--- src/dcfg_pkg.sv ---
/*
 Shared constants and types for the configuration command decoder.
 Assumes a single 50 MHz clock domain and an AXI4-Lite register master.
*/
package dcfg_pkg;
   localparam logic [7:0] DCFG_REG_CMD = 8'h00;
   localparam logic [7:0] DCFG_REG_PAYLOAD = 8'h04;
   localparam logic [7:0] DCFG_REG_STATUS = 8'h08;
   localparam logic [7:0] DCFG_REG_REPLY = 8'h0C;
   localparam logic [7:0] DCFG_REG_THRESH = 8'h10;
   localparam logic [7:0] DCFG_REG_MODE = 8'h14;
   localparam logic [7:0] DCFG_REG_SETTINGS = 8'h18;
   localparam logic [7:0] DCFG_REG_DONE = 8'h1C;
   localparam logic [15:0] DCFG_CMD_ADC_WR = 16'h0104;
   localparam logic [15:0] DCFG_CMD_DAC_RST = 16'h0105;
   localparam logic [15:0] DCFG_CMD_DAC_WR = 16'h0106;
   localparam logic [15:0] DCFG_CMD_SAW = 16'h0107;
   localparam logic [15:0] DCFG_CMD_THR_SET = 16'h0108;
   localparam logic [15:0] DCFG_CMD_THR_GET = 16'h0109;
   localparam logic [15:0] DCFG_ASYNC_BIT = 16'h8000;
   localparam logic [7:0] DCFG_ADC_GAIN_HI = 8'h2A;
   localparam logic [3:0] DCFG_DAC_ALL_ADDR = 4'hF;
   localparam logic [1:0] DCFG_TYPE_ALL = 2'h3;
   localparam logic [1:0] DCFG_TMODE_ON = 2'h1;
   localparam logic [1:0] DCFG_TMODE_OFF = 2'h0;
   localparam logic [11:0] DCFG_THR_RESET = 12'h800;
   localparam logic [1:0] DCFG_ACQ_IDLE = 2'h0;
   localparam logic [1:0] DCFG_ACQ_RAW = 2'h1;
   localparam logic [1:0] DCFG_ACQ_PROC = 2'h2;
   localparam logic [3:0] DCFG_ACT_RESET = 4'h0;
   localparam logic [3:0] DCFG_ACT_STOP = 4'h1;
   localparam logic [3:0] DCFG_ACT_RUN = 4'h2;
   localparam logic [1:0] DCFG_RESP_OKAY = 2'b00;
   localparam logic [1:0] DCFG_RESP_SLVERR = 2'b10;

   typedef enum logic [1:0] {DCFG_IDLE = 2'b00, DCFG_ISSUE = 2'b01,
      DCFG_WAIT = 2'b11} dcfg_state_t;

   // Converter request handed to the converter interface
   typedef struct packed {
      logic adc;           // 1: ADC write, 0: DAC side
      logic dac_reset;
      logic saw;
      logic bcast;
      logic [1:0] dtype;
      logic [3:0] chip;
      logic [3:0] addr;    // DAC address or ADC chip in bit 0
      logic [3:0] code;
      logic [15:0] data;   // ADC data, DAC data or pulse count
      logic [7:0] reg_addr;
      logic gain_hi;
   } dcfg_conv_req_t;
endpackage : dcfg_pkg

--- src/dcfg_decoder.sv ---
/*
 Configuration command decoder: AXI4-Lite slave taking command identifier and
 payload, decoding ADC/DAC/sawtooth/threshold/acquisition commands, handing
 converter requests to an external converter interface with valid/ready.
 Assumes a single clock and a converter interface that raises ready when free.
*/
// Design decisions made here: the AXI4-Lite slave port and the register offsets.
// Behaviour
// - ADC write: bit 31 broadcasts to all chips, bit 27 selects upper-channel chip.
// - ADC register address 0x2A in bits 25-18 means gain for channels 8-11.
// - Command 0x0105 restores all DAC defaults; payload ignored.
// - Command 0x0106: data bits 9-0, address bits 16-13, code bits 20-17.
// - DAC chip in bits 26-23, type in 28-27: energy, timing, reserved, all.
// - DAC write bit 31 applies to every chip of the selected type.
// - Channel n maps to chip n/4, address n mod 4; address 0xF hits all four.
// - Command 0x0107 sends bits 13-6 pulses; chip 3-0, type 5-4, bit 31 broadcast.
// - Command 0x0108 stores 12-bit threshold, mode 01 enables, 00 disables.
// - Threshold is offset binary: all ones max, zeros min, top bit midpoint.
// - Command 0x0109 replies with last stored threshold and mode.
// - Acquisition modes raw, processed, idle with run, stop, reset actions.
`timescale 1ns/1ps
module dcfg_decoder
   import dcfg_pkg::*;
(
   input wire logic SYS_CLK,
   input wire logic RESETN,
   input wire logic [7:0] S_AXI_AWADDR,
   input wire logic S_AXI_AWVALID,
   output logic S_AXI_AWREADY,
   input wire logic [31:0] S_AXI_WDATA,
   input wire logic [3:0] S_AXI_WSTRB,
   input wire logic S_AXI_WVALID,
   output logic S_AXI_WREADY,
   output logic [1:0] S_AXI_BRESP,
   output logic S_AXI_BVALID,
   input wire logic S_AXI_BREADY,
   input wire logic [7:0] S_AXI_ARADDR,
   input wire logic S_AXI_ARVALID,
   output logic S_AXI_ARREADY,
   output logic [31:0] S_AXI_RDATA,
   output logic [1:0] S_AXI_RRESP,
   output logic S_AXI_RVALID,
   input wire logic S_AXI_RREADY,
   output dcfg_conv_req_t CONV_REQ,
   output logic CONV_VALID,
   input wire logic CONV_READY,
   output logic [11:0] FW_THRESHOLD,
   output logic FW_TRIG_EN,
   output logic [1:0] ACQ_MODE,
   output logic [3:0] ACQ_ACTION,
   output logic [31:0] ACQ_SETTINGS
);
   logic aw_hold_q, w_hold_q, awready_q, wready_q;
   logic [7:0] aw_addr_q;
   logic [31:0] w_data_q;
   logic [3:0] w_strb_q;
   logic bvalid_q, arready_q, rvalid_q;
   logic [1:0] bresp_q, rresp_q;
   logic [31:0] rdata_q;
   logic [15:0] command_identifier_q;
   logic [31:0] payload_q;
   logic [31:0] reply_q;
   logic busy_q, done_q, async_q;
   dcfg_state_t state_q;
   dcfg_conv_req_t req_q;
   logic conv_valid_q, trig_en_q;
   logic [11:0] thr_q;
   logic [1:0] tmode_q;
   logic [1:0] mode_q;
   logic [3:0] action_q;
   logic [31:0] settings_q;
   logic wr_fire, go;
   logic [31:0] wmask;
   logic [15:0] base_id;
   dcfg_conv_req_t dec_d;
   logic dec_conv;

   // Write channel: address and data latched independently, either order
   always_ff @(posedge SYS_CLK or negedge RESETN) begin
      if (!RESETN) begin
         aw_hold_q <= 1'b0;
         awready_q <= 1'b1;
         aw_addr_q <= 8'h00;
      end else if (wr_fire) begin
         aw_hold_q <= 1'b0;
         awready_q <= 1'b1;
      end else if (S_AXI_AWVALID && !aw_hold_q) begin
         aw_hold_q <= 1'b1;
         awready_q <= 1'b0;
         aw_addr_q <= S_AXI_AWADDR;
      end
   end

   always_ff @(posedge SYS_CLK or negedge RESETN) begin
      if (!RESETN) begin
         w_hold_q <= 1'b0;
         wready_q <= 1'b1;
         w_data_q <= 32'h00000000;
         w_strb_q <= 4'h0;
      end else if (wr_fire) begin
         w_hold_q <= 1'b0;
         wready_q <= 1'b1;
      end else if (S_AXI_WVALID && !w_hold_q) begin
         w_hold_q <= 1'b1;
         wready_q <= 1'b0;
         w_data_q <= S_AXI_WDATA;
         w_strb_q <= S_AXI_WSTRB;
      end
   end

   assign wr_fire = aw_hold_q && w_hold_q && !bvalid_q;
   assign S_AXI_AWREADY = awready_q;
   assign S_AXI_WREADY = wready_q;

   genvar gi;
   generate
      for (gi = 0; gi < 4; gi++) begin : g_strb
         assign wmask[gi*8 +: 8] = {8{w_strb_q[gi]}};
      end
   endgenerate

   // A command write while busy is refused so the pending request survives
   assign go = wr_fire && aw_addr_q == DCFG_REG_CMD && !busy_q;

   always_ff @(posedge SYS_CLK or negedge RESETN) begin
      if (!RESETN) begin
         bvalid_q <= 1'b0;
         bresp_q <= DCFG_RESP_OKAY;
      end else if (wr_fire) begin
         bvalid_q <= 1'b1;
         unique case (aw_addr_q)
            DCFG_REG_CMD: bresp_q <= busy_q ? DCFG_RESP_SLVERR : DCFG_RESP_OKAY;
            DCFG_REG_PAYLOAD, DCFG_REG_MODE, DCFG_REG_SETTINGS, DCFG_REG_DONE:
               bresp_q <= DCFG_RESP_OKAY;
            default: bresp_q <= DCFG_RESP_SLVERR;
         endcase
      end else if (S_AXI_BREADY) begin
         bvalid_q <= 1'b0;
      end
   end
   assign S_AXI_BVALID = bvalid_q;
   assign S_AXI_BRESP = bresp_q;

   always_ff @(posedge SYS_CLK or negedge RESETN) begin
      if (!RESETN) begin
         payload_q <= 32'h00000000;
         command_identifier_q <= 16'h0000;
      end else if (wr_fire && aw_addr_q == DCFG_REG_PAYLOAD) begin
         payload_q <= (payload_q & ~wmask) | (w_data_q & wmask);
      end else if (go) begin
         command_identifier_q <= w_data_q[15:0];
      end
   end

   // Command decode from latest identifier write and stored payload
   assign base_id = w_data_q[15:0] & ~DCFG_ASYNC_BIT;
   always_comb begin
      dec_d = '0;
      dec_conv = 1'b0;
      unique case (base_id)
         DCFG_CMD_ADC_WR: begin
            dec_conv = 1'b1;
            dec_d.adc = 1'b1;
            dec_d.bcast = payload_q[31];
            dec_d.addr = {3'b000, payload_q[27]};
            dec_d.reg_addr = payload_q[25:18];
            dec_d.gain_hi = payload_q[25:18] == DCFG_ADC_GAIN_HI && payload_q[27];
            dec_d.data = payload_q[15:0];
         end
         DCFG_CMD_DAC_RST: begin
            dec_conv = 1'b1;
            dec_d.dac_reset = 1'b1;
            dec_d.bcast = 1'b1;
            dec_d.dtype = DCFG_TYPE_ALL;
         end
         DCFG_CMD_DAC_WR: begin
            dec_conv = 1'b1;
            dec_d.data = {6'h00, payload_q[9:0]};
            dec_d.addr = payload_q[16:13];
            dec_d.code = payload_q[20:17];
            dec_d.chip = payload_q[26:23];
            dec_d.dtype = payload_q[28:27];
            dec_d.bcast = payload_q[31];
         end
         DCFG_CMD_SAW: begin
            dec_conv = 1'b1;
            dec_d.saw = 1'b1;
            dec_d.chip = payload_q[3:0];
            dec_d.dtype = payload_q[5:4];
            dec_d.data = {8'h00, payload_q[13:6]};
            dec_d.bcast = payload_q[31];
         end
         default: begin
            dec_conv = 1'b0;
         end
      endcase
   end

   // Command sequencer; async identifiers release the host at once
   always_ff @(posedge SYS_CLK or negedge RESETN) begin
      if (!RESETN) begin
         state_q <= DCFG_IDLE;
         req_q <= '0;
         conv_valid_q <= 1'b0;
         busy_q <= 1'b0;
         async_q <= 1'b0;
      end else begin
         unique case (state_q)
            DCFG_IDLE: begin
               if (go && dec_conv) begin
                  state_q <= DCFG_ISSUE;
                  req_q <= dec_d;
                  conv_valid_q <= 1'b1;
                  busy_q <= 1'b1;
                  async_q <= w_data_q[15];
               end
            end
            DCFG_ISSUE: begin
               if (CONV_READY) begin
                  conv_valid_q <= 1'b0;
                  state_q <= DCFG_WAIT;
               end
            end
            DCFG_WAIT: begin
               state_q <= DCFG_IDLE;
               busy_q <= 1'b0;
            end
         endcase
      end
   end
   assign CONV_REQ = req_q;
   assign CONV_VALID = conv_valid_q;

   // Reply-ready flag: hardware set wins over software clear
   always_ff @(posedge SYS_CLK or negedge RESETN) begin
      if (!RESETN) begin
         done_q <= 1'b0;
      end else if ((state_q == DCFG_ISSUE && CONV_READY) ||
                   (go && (!dec_conv || w_data_q[15]))) begin
         done_q <= 1'b1;
      end else if (go || (wr_fire && aw_addr_q == DCFG_REG_DONE && w_data_q[0])) begin
         done_q <= 1'b0;
      end
   end

   always_ff @(posedge SYS_CLK or negedge RESETN) begin
      if (!RESETN) begin
         thr_q <= DCFG_THR_RESET;
         tmode_q <= DCFG_TMODE_OFF;
         trig_en_q <= 1'b0;
      end else if (go && base_id == DCFG_CMD_THR_SET) begin
         thr_q <= payload_q[11:0];
         if (payload_q[17:16] == DCFG_TMODE_ON || payload_q[17:16] == DCFG_TMODE_OFF) begin
            tmode_q <= payload_q[17:16];
            trig_en_q <= payload_q[17:16] == DCFG_TMODE_ON;
         end
      end
   end
   assign FW_THRESHOLD = thr_q;
   assign FW_TRIG_EN = trig_en_q;

   always_ff @(posedge SYS_CLK or negedge RESETN) begin
      if (!RESETN) begin
         reply_q <= 32'h00000000;
      end else if (go) begin
         if (base_id == DCFG_CMD_THR_GET || base_id == DCFG_CMD_THR_SET) begin
            reply_q <= {14'h0000, tmode_q, 4'h0, thr_q};
            if (base_id == DCFG_CMD_THR_SET) begin
               reply_q <= {14'h0000, payload_q[17:16], 4'h0, payload_q[11:0]};
            end
         end else begin
            reply_q <= 32'h00000000;
         end
      end
   end

   // Acquisition mode, action and settings word
   always_ff @(posedge SYS_CLK or negedge RESETN) begin
      if (!RESETN) begin
         mode_q <= DCFG_ACQ_IDLE;
         action_q <= DCFG_ACT_RESET;
         settings_q <= 32'h00000000;
      end else if (wr_fire && aw_addr_q == DCFG_REG_MODE) begin
         if (w_data_q[1:0] != 2'h3) begin
            mode_q <= w_data_q[1:0];
         end
         if (w_data_q[7:4] <= DCFG_ACT_RUN) begin
            action_q <= w_data_q[7:4];
         end
         if (w_data_q[7:4] == DCFG_ACT_RESET) begin
            settings_q <= 32'h00000000;
         end
      end else if (wr_fire && aw_addr_q == DCFG_REG_SETTINGS) begin
         settings_q <= (settings_q & ~wmask) | (w_data_q & wmask);
      end
   end
   assign ACQ_MODE = mode_q;
   assign ACQ_ACTION = action_q;
   assign ACQ_SETTINGS = settings_q;

   // Read channel: one read in flight
   assign S_AXI_ARREADY = arready_q;
   always_ff @(posedge SYS_CLK or negedge RESETN) begin
      if (!RESETN) begin
         arready_q <= 1'b1;
         rvalid_q <= 1'b0;
         rdata_q <= 32'h00000000;
         rresp_q <= DCFG_RESP_OKAY;
      end else if (S_AXI_ARVALID && arready_q) begin
         arready_q <= 1'b0;
         rvalid_q <= 1'b1;
         rresp_q <= DCFG_RESP_OKAY;
         unique case (S_AXI_ARADDR)
            DCFG_REG_CMD: rdata_q <= {16'h0000, command_identifier_q};
            DCFG_REG_PAYLOAD: rdata_q <= payload_q;
            DCFG_REG_STATUS: rdata_q <= {28'h0000000, async_q, conv_valid_q, done_q, busy_q};
            DCFG_REG_REPLY: rdata_q <= reply_q;
            DCFG_REG_THRESH: rdata_q <= {14'h0000, tmode_q, 4'h0, thr_q};
            DCFG_REG_MODE: rdata_q <= {24'h000000, action_q, 2'b00, mode_q};
            DCFG_REG_SETTINGS: rdata_q <= settings_q;
            DCFG_REG_DONE: rdata_q <= {31'h00000000, done_q};
            default: begin
               rdata_q <= 32'h00000000;
               rresp_q <= DCFG_RESP_SLVERR;
            end
         endcase
      end else if (rvalid_q && S_AXI_RREADY) begin
         rvalid_q <= 1'b0;
         arready_q <= 1'b1;
      end
   end
   assign S_AXI_RVALID = rvalid_q;
   assign S_AXI_RDATA = rdata_q;
   assign S_AXI_RRESP = rresp_q;

   a_req_stable: assert property (@(posedge SYS_CLK) disable iff (!RESETN)
      CONV_VALID && !CONV_READY |=> CONV_VALID && $stable(CONV_REQ))
      else $error("converter request changed before acceptance");
   a_done_after_hand: assert property (@(posedge SYS_CLK) disable iff (!RESETN)
      state_q == DCFG_ISSUE && CONV_READY |=> done_q && !CONV_VALID)
      else $error("reply not ready after converter handover");
   a_dac_reset_all: assert property (@(posedge SYS_CLK) disable iff (!RESETN)
      go && base_id == DCFG_CMD_DAC_RST && state_q == DCFG_IDLE |=>
      CONV_REQ.dac_reset && CONV_REQ.dtype == DCFG_TYPE_ALL)
      else $error("DAC reset not issued to all");
   a_dac_fields: assert property (@(posedge SYS_CLK) disable iff (!RESETN)
      go && base_id == DCFG_CMD_DAC_WR && state_q == DCFG_IDLE |=>
      CONV_REQ.data[9:0] == $past(payload_q[9:0]) && CONV_REQ.chip == $past(payload_q[26:23]))
      else $error("DAC write fields wrong");
   a_saw_count: assert property (@(posedge SYS_CLK) disable iff (!RESETN)
      go && base_id == DCFG_CMD_SAW && state_q == DCFG_IDLE |=>
      CONV_REQ.saw && CONV_REQ.data[7:0] == $past(payload_q[13:6]))
      else $error("sawtooth count wrong");
   a_adc_bcast: assert property (@(posedge SYS_CLK) disable iff (!RESETN)
      go && base_id == DCFG_CMD_ADC_WR && state_q == DCFG_IDLE |=>
      CONV_REQ.bcast == $past(payload_q[31]) && CONV_REQ.addr[0] == $past(payload_q[27]))
      else $error("ADC broadcast or chip wrong");
   a_thr_store: assert property (@(posedge SYS_CLK) disable iff (!RESETN)
      go && base_id == DCFG_CMD_THR_SET && payload_q[17:16] == DCFG_TMODE_ON |=>
      FW_TRIG_EN && FW_THRESHOLD == $past(payload_q[11:0]))
      else $error("threshold not stored");
   a_thr_reply: assert property (@(posedge SYS_CLK) disable iff (!RESETN)
      go && base_id == DCFG_CMD_THR_GET |=> reply_q[11:0] == FW_THRESHOLD && reply_q[31:18] == 14'h0000)
      else $error("threshold reply wrong");
endmodule // dcfg_decoder

--- config.mk ---
export PLATFORM = sky130hd
export DESIGN_NAME = dcfg_decoder
export DESIGN_NICKNAME = d
export VERILOG_FILES = /design/src/dcfg_pkg.sv /design/src/dcfg_decoder.sv
export SDC_FILE = /design/constraint.sdc
export NUM_CORES = 1
export LEC_CHECK = 0
export BUFFER_PORTS_ARGS = -buffer_cell sky130_fd_sc_hd__buf_2
export CORE_AREA = 2 2 128 161
export CTS_BUF_LIST = sky130_fd_sc_hd__clkbuf_4
export CTS_CLUSTER_SIZE = 10
export DETAILED_ROUTE_END_ITERATION = 10
export DIE_AREA = 0 0 130 163
export PLACE_DENSITY_LB_ADDON = 0.1
export SYNTH_ARGS = -nofsm -noshare
export SYNTH_HDL_FRONTEND = slang
export SYNTH_SLANG_ARGS = --single-unit
--- constraint.sdc ---
create_clock -name SYS_CLK -period 2.3 [get_ports SYS_CLK]
set_input_delay 0.345 -clock SYS_CLK [delete_from_list [all_inputs] [get_ports SYS_CLK]]
set_output_delay 0.345 -clock SYS_CLK [all_outputs]
set_load 0.005 [all_outputs]
Word level (Yosys, flattened, before mapping)
Cells that the tools add are included.
{ "totals": {"regBits": 269, "input_bits": 60, "output_inout_bits": 136, "elab_cells": 171} }
{ "classes": {"order_cmp": 1, "eq_ne": 25, "n_mux": 43, "n_bitwise": 8, "n_reduce_logical": 56} }
{ "op_table": {"columns": ["op", "n"], "rows": [
  ["$pmux 32 s8", 1],
  ["$mux 32", 4],
  ["$and 32x32->32", 3],
  ["$eq 15x9->1 const B", 6],
  ["$or 32x32->32", 2],
  ["$eq 8x5->1 const B", 7],
  ["$pmux 16 s3", 1],
  ["$not 32->32", 1],
  ["$mux 1", 22],
  ["$reduce_and 2->1", 10],
  ["$logic_and 1x1->1", 18],
  ["$mux 18", 1],
  ["$eq 8x3->1 const B", 2],
  ["$eq 8x4->1 const B", 2],
  ["$logic_not 8->1", 2],
  ["$pmux 4 s2", 2],
  ["$reduce_bool 2->1", 8],
  ["$pmux 2 s3", 2],
  ["$mux 9", 1],
  ["$eq 8x6->1 const B", 1],
  ["$mux 2", 4],
  ["$reduce_or 4->1", 2],
  ["$reduce_or 8->1", 1],
  ["$ne 2x2->1 const B", 3],
  ["14 further kinds", 27]
]} }

Depth between registers and ports, before layout
Gate-level depths: netlist (run 1).
{ "logic_depth": {"ltp_word": 8, "ltp_mapped": 8, "depth_no_buf": 4} }

Worst setup path before layout (run 1)
No wires, ideal clock.
{ "synth_timing": {"path_kind": "reg2reg", "start": "register aw_addr_q[1]", "end": "register req_q, in the netlist CONV_REQ[0]", "arrival_ns": 1.927, "required_ns": 2.175, "slack_ns": 0.248, "stages_incl_launch_ff": 8, "period_less_slack_ns": 2.052, "cell_sequence": "dfrtp_1 buf_4 nor4b_4 nand3_2 nor4_2 buf_4 buf_8 mux2_2"} }
{ "synth_via": {"elab_chain_len": 5} }
{ "synth_lines": {"columns": ["item", "line", "text"], "rows": [
  ["start: declaration", "dcfg_decoder.sv:54", "logic [7:0] aw_addr_q;"],
  ["start signal: assignment", "dcfg_decoder.sv:83", "aw_addr_q <= 8'h00;"],
  ["start signal: assignment", "dcfg_decoder.sv:90", "aw_addr_q <= S_AXI_AWADDR;"],
  ["$logic_not 8->1", "dcfg_decoder.sv:123", "assign go = wr_fire && aw_addr_q == DCFG_REG_CMD && !busy_q;"],
  ["$logic_and 1x1->1 (2 in series)", "dcfg_decoder.sv:123", null],
  ["$logic_and 1x1->1", "dcfg_decoder.sv:210", "if (go && dec_conv) begin"],
  ["$reduce_and 2->1 (no line)", null, null],
  ["end signal: assignment", "dcfg_decoder.sv:203", "req_q <= '0;"],
  ["end signal: assignment", "dcfg_decoder.sv:212", "req_q <= dec_d;"],
  ["end: declaration", "dcfg_decoder.sv:65", "dcfg_conv_req_t req_q;"]
]} }
No other way between the ends.
A chain may end at the register's enable or synchronous reset.

Worst setup path after layout (run 1)
{ "layout_timing": {"start": "register w_data_q[11]", "end": "register req_q, in the netlist CONV_REQ[3]"} }
{ "layout_via": {"elab_chain_len": 5, "word_cells_on_any_way": 9, "classes_between": "4 x eq/ne; 2 x mux; 3 x reduce/logical"} }
{ "layout_lines": {"columns": ["item", "line", "text"], "rows": [
  ["start: declaration", "dcfg_decoder.sv:55", "logic [31:0] w_data_q;"],
  ["start signal: assignment", "dcfg_decoder.sv:98", "w_data_q <= 32'h00000000;"],
  ["start signal: assignment", "dcfg_decoder.sv:106", "w_data_q <= S_AXI_WDATA;"],
  ["$eq 15x9->1", "dcfg_decoder.sv:160", "unique case (base_id)"],
  ["$reduce_or 4->1 (no line)", null, null],
  ["$mux 1", "dcfg_decoder.sv:160", null],
  ["$logic_and 1x1->1", "dcfg_decoder.sv:210", null],
  ["$reduce_and 2->1 (no line)", null, null]
]} }
Several ways; a longest one is shown, not always the timed one.

==> out/metrics.yaml, run 1 <==
status: "finished, final reports clean"
worstHoldPathType: "in -> reg"
place.gp.congestion: 0.870
final_antenna_net_count: 0
cp_max_fo: 17
slew_headroom_pct: 51.1
maxCapViolCount: 0
port_buffers: 193
power_density_nw_per_um2: 880
p_leak_nw: 6.91
dp_hpwl_mm: 21.5
synth_area_leaders: "dfrtp_1, mux2_2, mux2i_1"
setup_viol: 0
syn_area_sq_um: 11200
cts.sinks: 249
syn_to_final_growth_pct: 26.2
clock_latency_ps: 700
ff2ff_path_depth: 8
ys_warn_count: 0
ys.flop_type: "dfrtp_1"
rsz0062_at_grt: "false"
setup_tns_ps: 0
worstPathRequired_ps: 2880
avgSynthCellArea_sq_um: 11.7
drive_gt1_share_pct: 38.5
wl_per_cell_um: 19.9
hold_ws_ps: 120
synthArstFlopShare_pct: 100
post-route-min-period_ps: 2190
ys_seq_elements: 249
endpoint: "CONV_REQ[3]"
nets: 1326
worstMarginPinSlew_ps: 732
rrSetupSlack_ps: 110
remaining_drc_errors: 0
ys_types: 66
io_pins: 196
vias: 8910
r2r_end: "CONV_REQ[3]"
period_share_pct: 95.4
yosysTopAreaCell: "dfrtp_1"
nFillCells: 1524
overflow: 0
core_sq_um: 19800
htree_levels: 2
synth_edf_count: 0
peakVddDrop_v: 0.000643
critPathKind: "reg -> reg"
dr.pass1.iters: 5
dpl_cell_area_sq_um: 12800
end_kind: "register"
mostFrequentLayoutCells: "dfrtp_1, buf_2, mux2_2, nand2_1, clkbuf_4"
start_util_pct: 56.6
crit_arrival_ps: 2780
cts.path.max_buffers: 3
synthCells: 955
critical_path.reg2reg.startpoint: "w_data_q[11]"
vias_per_cell: 5.61
stdcell_area_sq_um: 14100
hold_viol: 0
grt_pass1_vias: 8801
startpoint_type: "register"
layout_commonest_cell: "dfrtp_1"
skew_ps: 40.0
antenna_found_initial: 1
hold_path_depth: 4
crit_path_start: "w_data_q[11]"
seq_area_frac_synth_pct: 55.7
drt_iter0_drc: 738
die_area_sq_um: 21200
track_usage_pct: 30.0
die_y_um: 163
cts_made_buffers: 59
cts_tree: "done"
wirelength_mm: 31.6
grt_max_degree: 59
grt_pass1_wl_mm: 48.6
cts-root-buf: "clkbuf_4"
clk_pin_slew_worst_paths_ps: 70
fmax_ghz: 0.456
rows: 58
fp.dieW_um: 130
yosysTopAreaCellShare_pct: 54.7
slew_viol_final: 0
==> worst max-delay path, stage by stage (launching register included) <==
cell and delay [ps]:
dfrtp_1 390, nor4b_2 290, buf_4 200, nand4_1 170, nor4_4 260, buf_6 170
buf_12 170, buf_4 190, mux2i_1 220
==> cell usage after synthesis, types with 8 or more instances <==
library cell,number
a22oi_1,16
mux2_2,127
buf_2,11
clkbuf_1,35
mux2i_1,63
nand2_1,106
a21oi_1,15
nor2_1,49
buf_4,8
a22o_1,8
nor2b_1,10
dfrtp_1,245
o21ai_0,71
inv_1,34
nand2b_1,15
nand3_1,9
==> final cells by class <==
cell class / count / area (sq um) / share of cell area (%)
sequential: 249 / 6240 / 44.1
multi-input combinational: 610 / 4550 / 32.2
timing repair buffer: 312 / 2110 / 14.9
clock buffer: 89 / 668 / 4.73
tap: 270 / 338 / 2.39
inverter: 34 / 128 / 0.903
clock inverter: 22 / 110 / 0.779
antenna: 1 / 2.50 / 0.0177
==> kinds of logic after synthesis <==
family / synth area share (%)
other cells: 0.0335
compound gates: 9.00
flops: 55.7
simple gates: 12.0
mux: 19.3
buf+inv: 4.04
==> report_power, final <==
group / switching, mW / internal, mW / total [mW]
Sequential: 0.749 / 5.13 / 5.88
Combinational: 1.50 / 1.39 / 2.89
Clock: 1.78 / 1.88 / 3.66
Total: 4.03 / 8.40 / 12.4
==> metal layers <==
layer	vias to the layer above	global-route usage, %	part of all wire, %	wire, um
met5	-	0	0	0
met4	0	10.0	2.4	755
met3	55	7.26	7.6	2390
met2	357	49.0	49	15600
met1	4434	39.5	41	12800
li1	4064	-	-	-
==> metrics by stage <==
| step | utilization (%) | total power [mW] | instances | worst slack [ps] |
|---|---|---|---|---|
| floorplan | - | 7.37 | 956 | 248 |
| CTS | 71.1 | 12.4 | 1583 | 82.5 |
| finish | 71.4 | 12.4 | 1587 | 105 |
| detailed placement | 64.5 | 8.72 | 1420 | 107 |
| global placement | 64.5 | 8.65 | 1420 | 168 |
| global route | 71.4 | 13.1 | 1587 | 10.6 |
==> how the worst min path moves through the flow <==
stage | endpoint | start
after floorplan | ACQ_ACTION[0] | RESETN
after global placement | w_data_q[8] | RESETN
after detailed placement | w_data_q[8] | RESETN
after CTS | S_AXI_RDATA[11] | S_AXI_ARADDR[0]
after global routing | S_AXI_RDATA[11] | S_AXI_ARADDR[0]
final | S_AXI_RDATA[11] | S_AXI_ARADDR[0]
==> repair_timing <==
item | in CTS | in global routing
setup buffers | 0 | 2
hold endpoints to repair | 128 | 0
endpoints found under the setup margin | 0 | 24
hold buffers | 52 | 0
gates resized for setup | 0 | 2
(Power assumes the default switching activity.)
==> run 2: changes to the inputs <==
CORE_AREA = 2 2 164 206   (was 2 2 128 161)
DIE_AREA = 0 0 166 208   (was 0 0 130 163)
==> run 2 against run 1 <==
- via count down 2.4%
- setup slack improved by 35 ps
- wire length grew 13%
- global-route usage decreased by 9.0 points
- largest power group unchanged
- die area increased by 63%
- maximum frequency is 1.6% higher
- sequential power about the same
- first-iteration DRC count is 43% lower
- power grew 5.3%
- sequential share of layout area fell by 1.2 points
==> out/metrics.yaml, run 2 (synthesis gave the netlist of run 1 again) <==
status: "finished, final reports clean"
maxCapViolCount: 0
dp_hpwl_mm: 25.5
r2r_end: "CONV_REQ[24]"
fmax_ghz: 0.463
cts.sinks: 249
worstPathRequired_ps: 2900
syn_to_final_growth_pct: 29.6
rsz0062_at_grt: "false"
multiInputGateArea_sq_um: 4550
start_util_pct: 34.5
drive_gt1_share_pct: 40.4
stdcell_count: 1754
post-place-ws_ps: 64.7
antenna_found_initial: 1
clk_pin_slew_worst_paths_ps: 80
stdcell_area_sq_um: 14500
pwr-share-clk_pct: 32.2
crit_arrival_ps: 2760
p_leak_nw: 7.04
vias_per_cell: 4.96
nFillCells: 3178
seq_power_share_pct: 45.0
worstMarginPinSlew_ps: 624
worstHoldPathType: "in -> reg"
power.internal_mw: 8.91
dp_cells: 1578
rrSetupSlack_ps: 140
hold_viol: 0
slew_headroom_pct: 58.2
fin_ws_ps: 140
grt_max_degree: 70
rows: 74
ff2ff_path_depth: 7
p_sw_mw: 4.18
cts-root-buf: "clkbuf_4"
slew_viol_final: 0
post-route-min-period_ps: 2160
cp_max_fo: 31
place.gp.congestion: 0.796
port_buffers: 193
cts_made_buffers: 69
overflow: 0
grt_pass1_vias: 9318
vias: 8693
wirelength_mm: 35.8
mostFrequentLayoutCells: "dfrtp_1, buf_2, mux2_2, clkbuf_4, nand2_1"
drt_iter0_drc: 422
period_share_pct: 93.9
cts_tree: "done"
core_sq_um: 32500
skew_ps: 55.2
dpl_cell_area_sq_um: 13100
ff_latch_area_sq_um: 6240
end_kind: "register"
critical_path.reg2reg.startpoint: "w_data_q[14]"
layout_commonest_cell: "dfrtp_1"
wl_per_cell_um: 20.4
final_antenna_net_count: 0
htree_levels: 3
setup_viol: 0
grt_pass1_wl_mm: 55.7
hold_path_end: "S_AXI_RDATA[11]"
track_usage_pct: 21.0
remaining_drc_errors: 0
pwr-share-comb_pct: 22.8
hold_path_depth: 4
io_pins: 196
switching_share_pct: 31.9
peakVddDrop_v: 0.000403
min_from: "S_AXI_ARADDR[0]"
die_y_um: 208
dr.pass1.iters: 5
fp.dieW_um: 166
cts.path.max_buffers: 3
startpoint_type: "register"
power_density_nw_per_um2: 902
fin_util_pct: 44.7
setup_tns_ps: 0
clock_latency_ps: 700
critPathKind: "reg -> reg"
die_area_sq_um: 34500
cts_setup_buffers: 0
nets: 1343
[run 2: cell count changes in the layout (fill, tap and decap cells not counted), moves of 2 or more]
| cell | change |
|---|---|
| buf_12 | +2 |
| clkinv_1 | -15 |
| clkbuf_4 | +25 |
| inv_2 | +2 |
| buf_4 | +7 |
[run 2: critical path, stage by stage (launching register included)]
cell and delay [ps]:
dfrtp_1 390, nor3_1 330, buf_4 220, nand4_1 160, nor4_4 240, buf_12 250
buf_4 230, mux2i_1 210
[run 2: how the worst max path moves through the flow]
stage / cells after the start / end / slack, ps / from
2_1_floorplan: 7 / CONV_REQ[0] / 250 / aw_addr_q[1]
3_3_place_gp: 7 / CONV_REQ[31] / 110 / w_data_q[11]
3_5_place_dp: 7 / CONV_REQ[24] / 60 / w_data_q[11]
4_1_cts: 7 / CONV_REQ[24] / 60 / w_data_q[10]
5_1_grt: 7 / CONV_REQ[24] / 5 / w_data_q[10]
6_report: 7 / CONV_REQ[24] / 140 / w_data_q[14]
[run 2: layout make-up]
type	instances	share of cell area (%)
multi-input cells	610	31.3
clock inverters	8	0.388
diodes	2	0.0345
flip-flops and latches	249	43.0
inverters	34	0.879
well taps	418	3.60
clock buffers	114	5.89
repair buffers	319	14.9
[run 2: power by group through the flow]
stage / combinational (mW) / sequential (mW) / clock [mW]
CTS: 3.03 / 5.90 / 4.40
global route: 3.28 / 6.00 / 4.64
finish: 2.98 / 5.90 / 4.21
global placement: 2.92 / 5.97 / 0
detailed placement: 2.95 / 5.98 / 0
floorplan: 1.66 / 5.71 / 0
[run 2: stage by stage]
stage / hold slack (ps) / power, mW
2_1_floorplan: 49.4 / 7.37
3_3_place_gp: 368 / 8.89
3_5_place_dp: 369 / 8.93
4_1_cts: 102 / 13.3
5_1_grt: 196 / 13.9
6_report: 176 / 13.1
[run 2: routing by layer]
layer	GRT usage (%)	vias to the layer above	share of wire (%)
met5	0	-	0
met1	26.5	4297	42
met4	7.71	0	2.3
li1	-	4102	-
met3	5.40	49	6.3
met2	34.9	245	49
[run 2: repair_timing]
| item | CTS | global route |
|---|---|---|
| gates resized for setup | 0 | 1 |
| setup endpoints to repair | 0 | 9 |
| endpoints found under the hold margin | 114 | 0 |
| hold buffers | 52 | 0 |
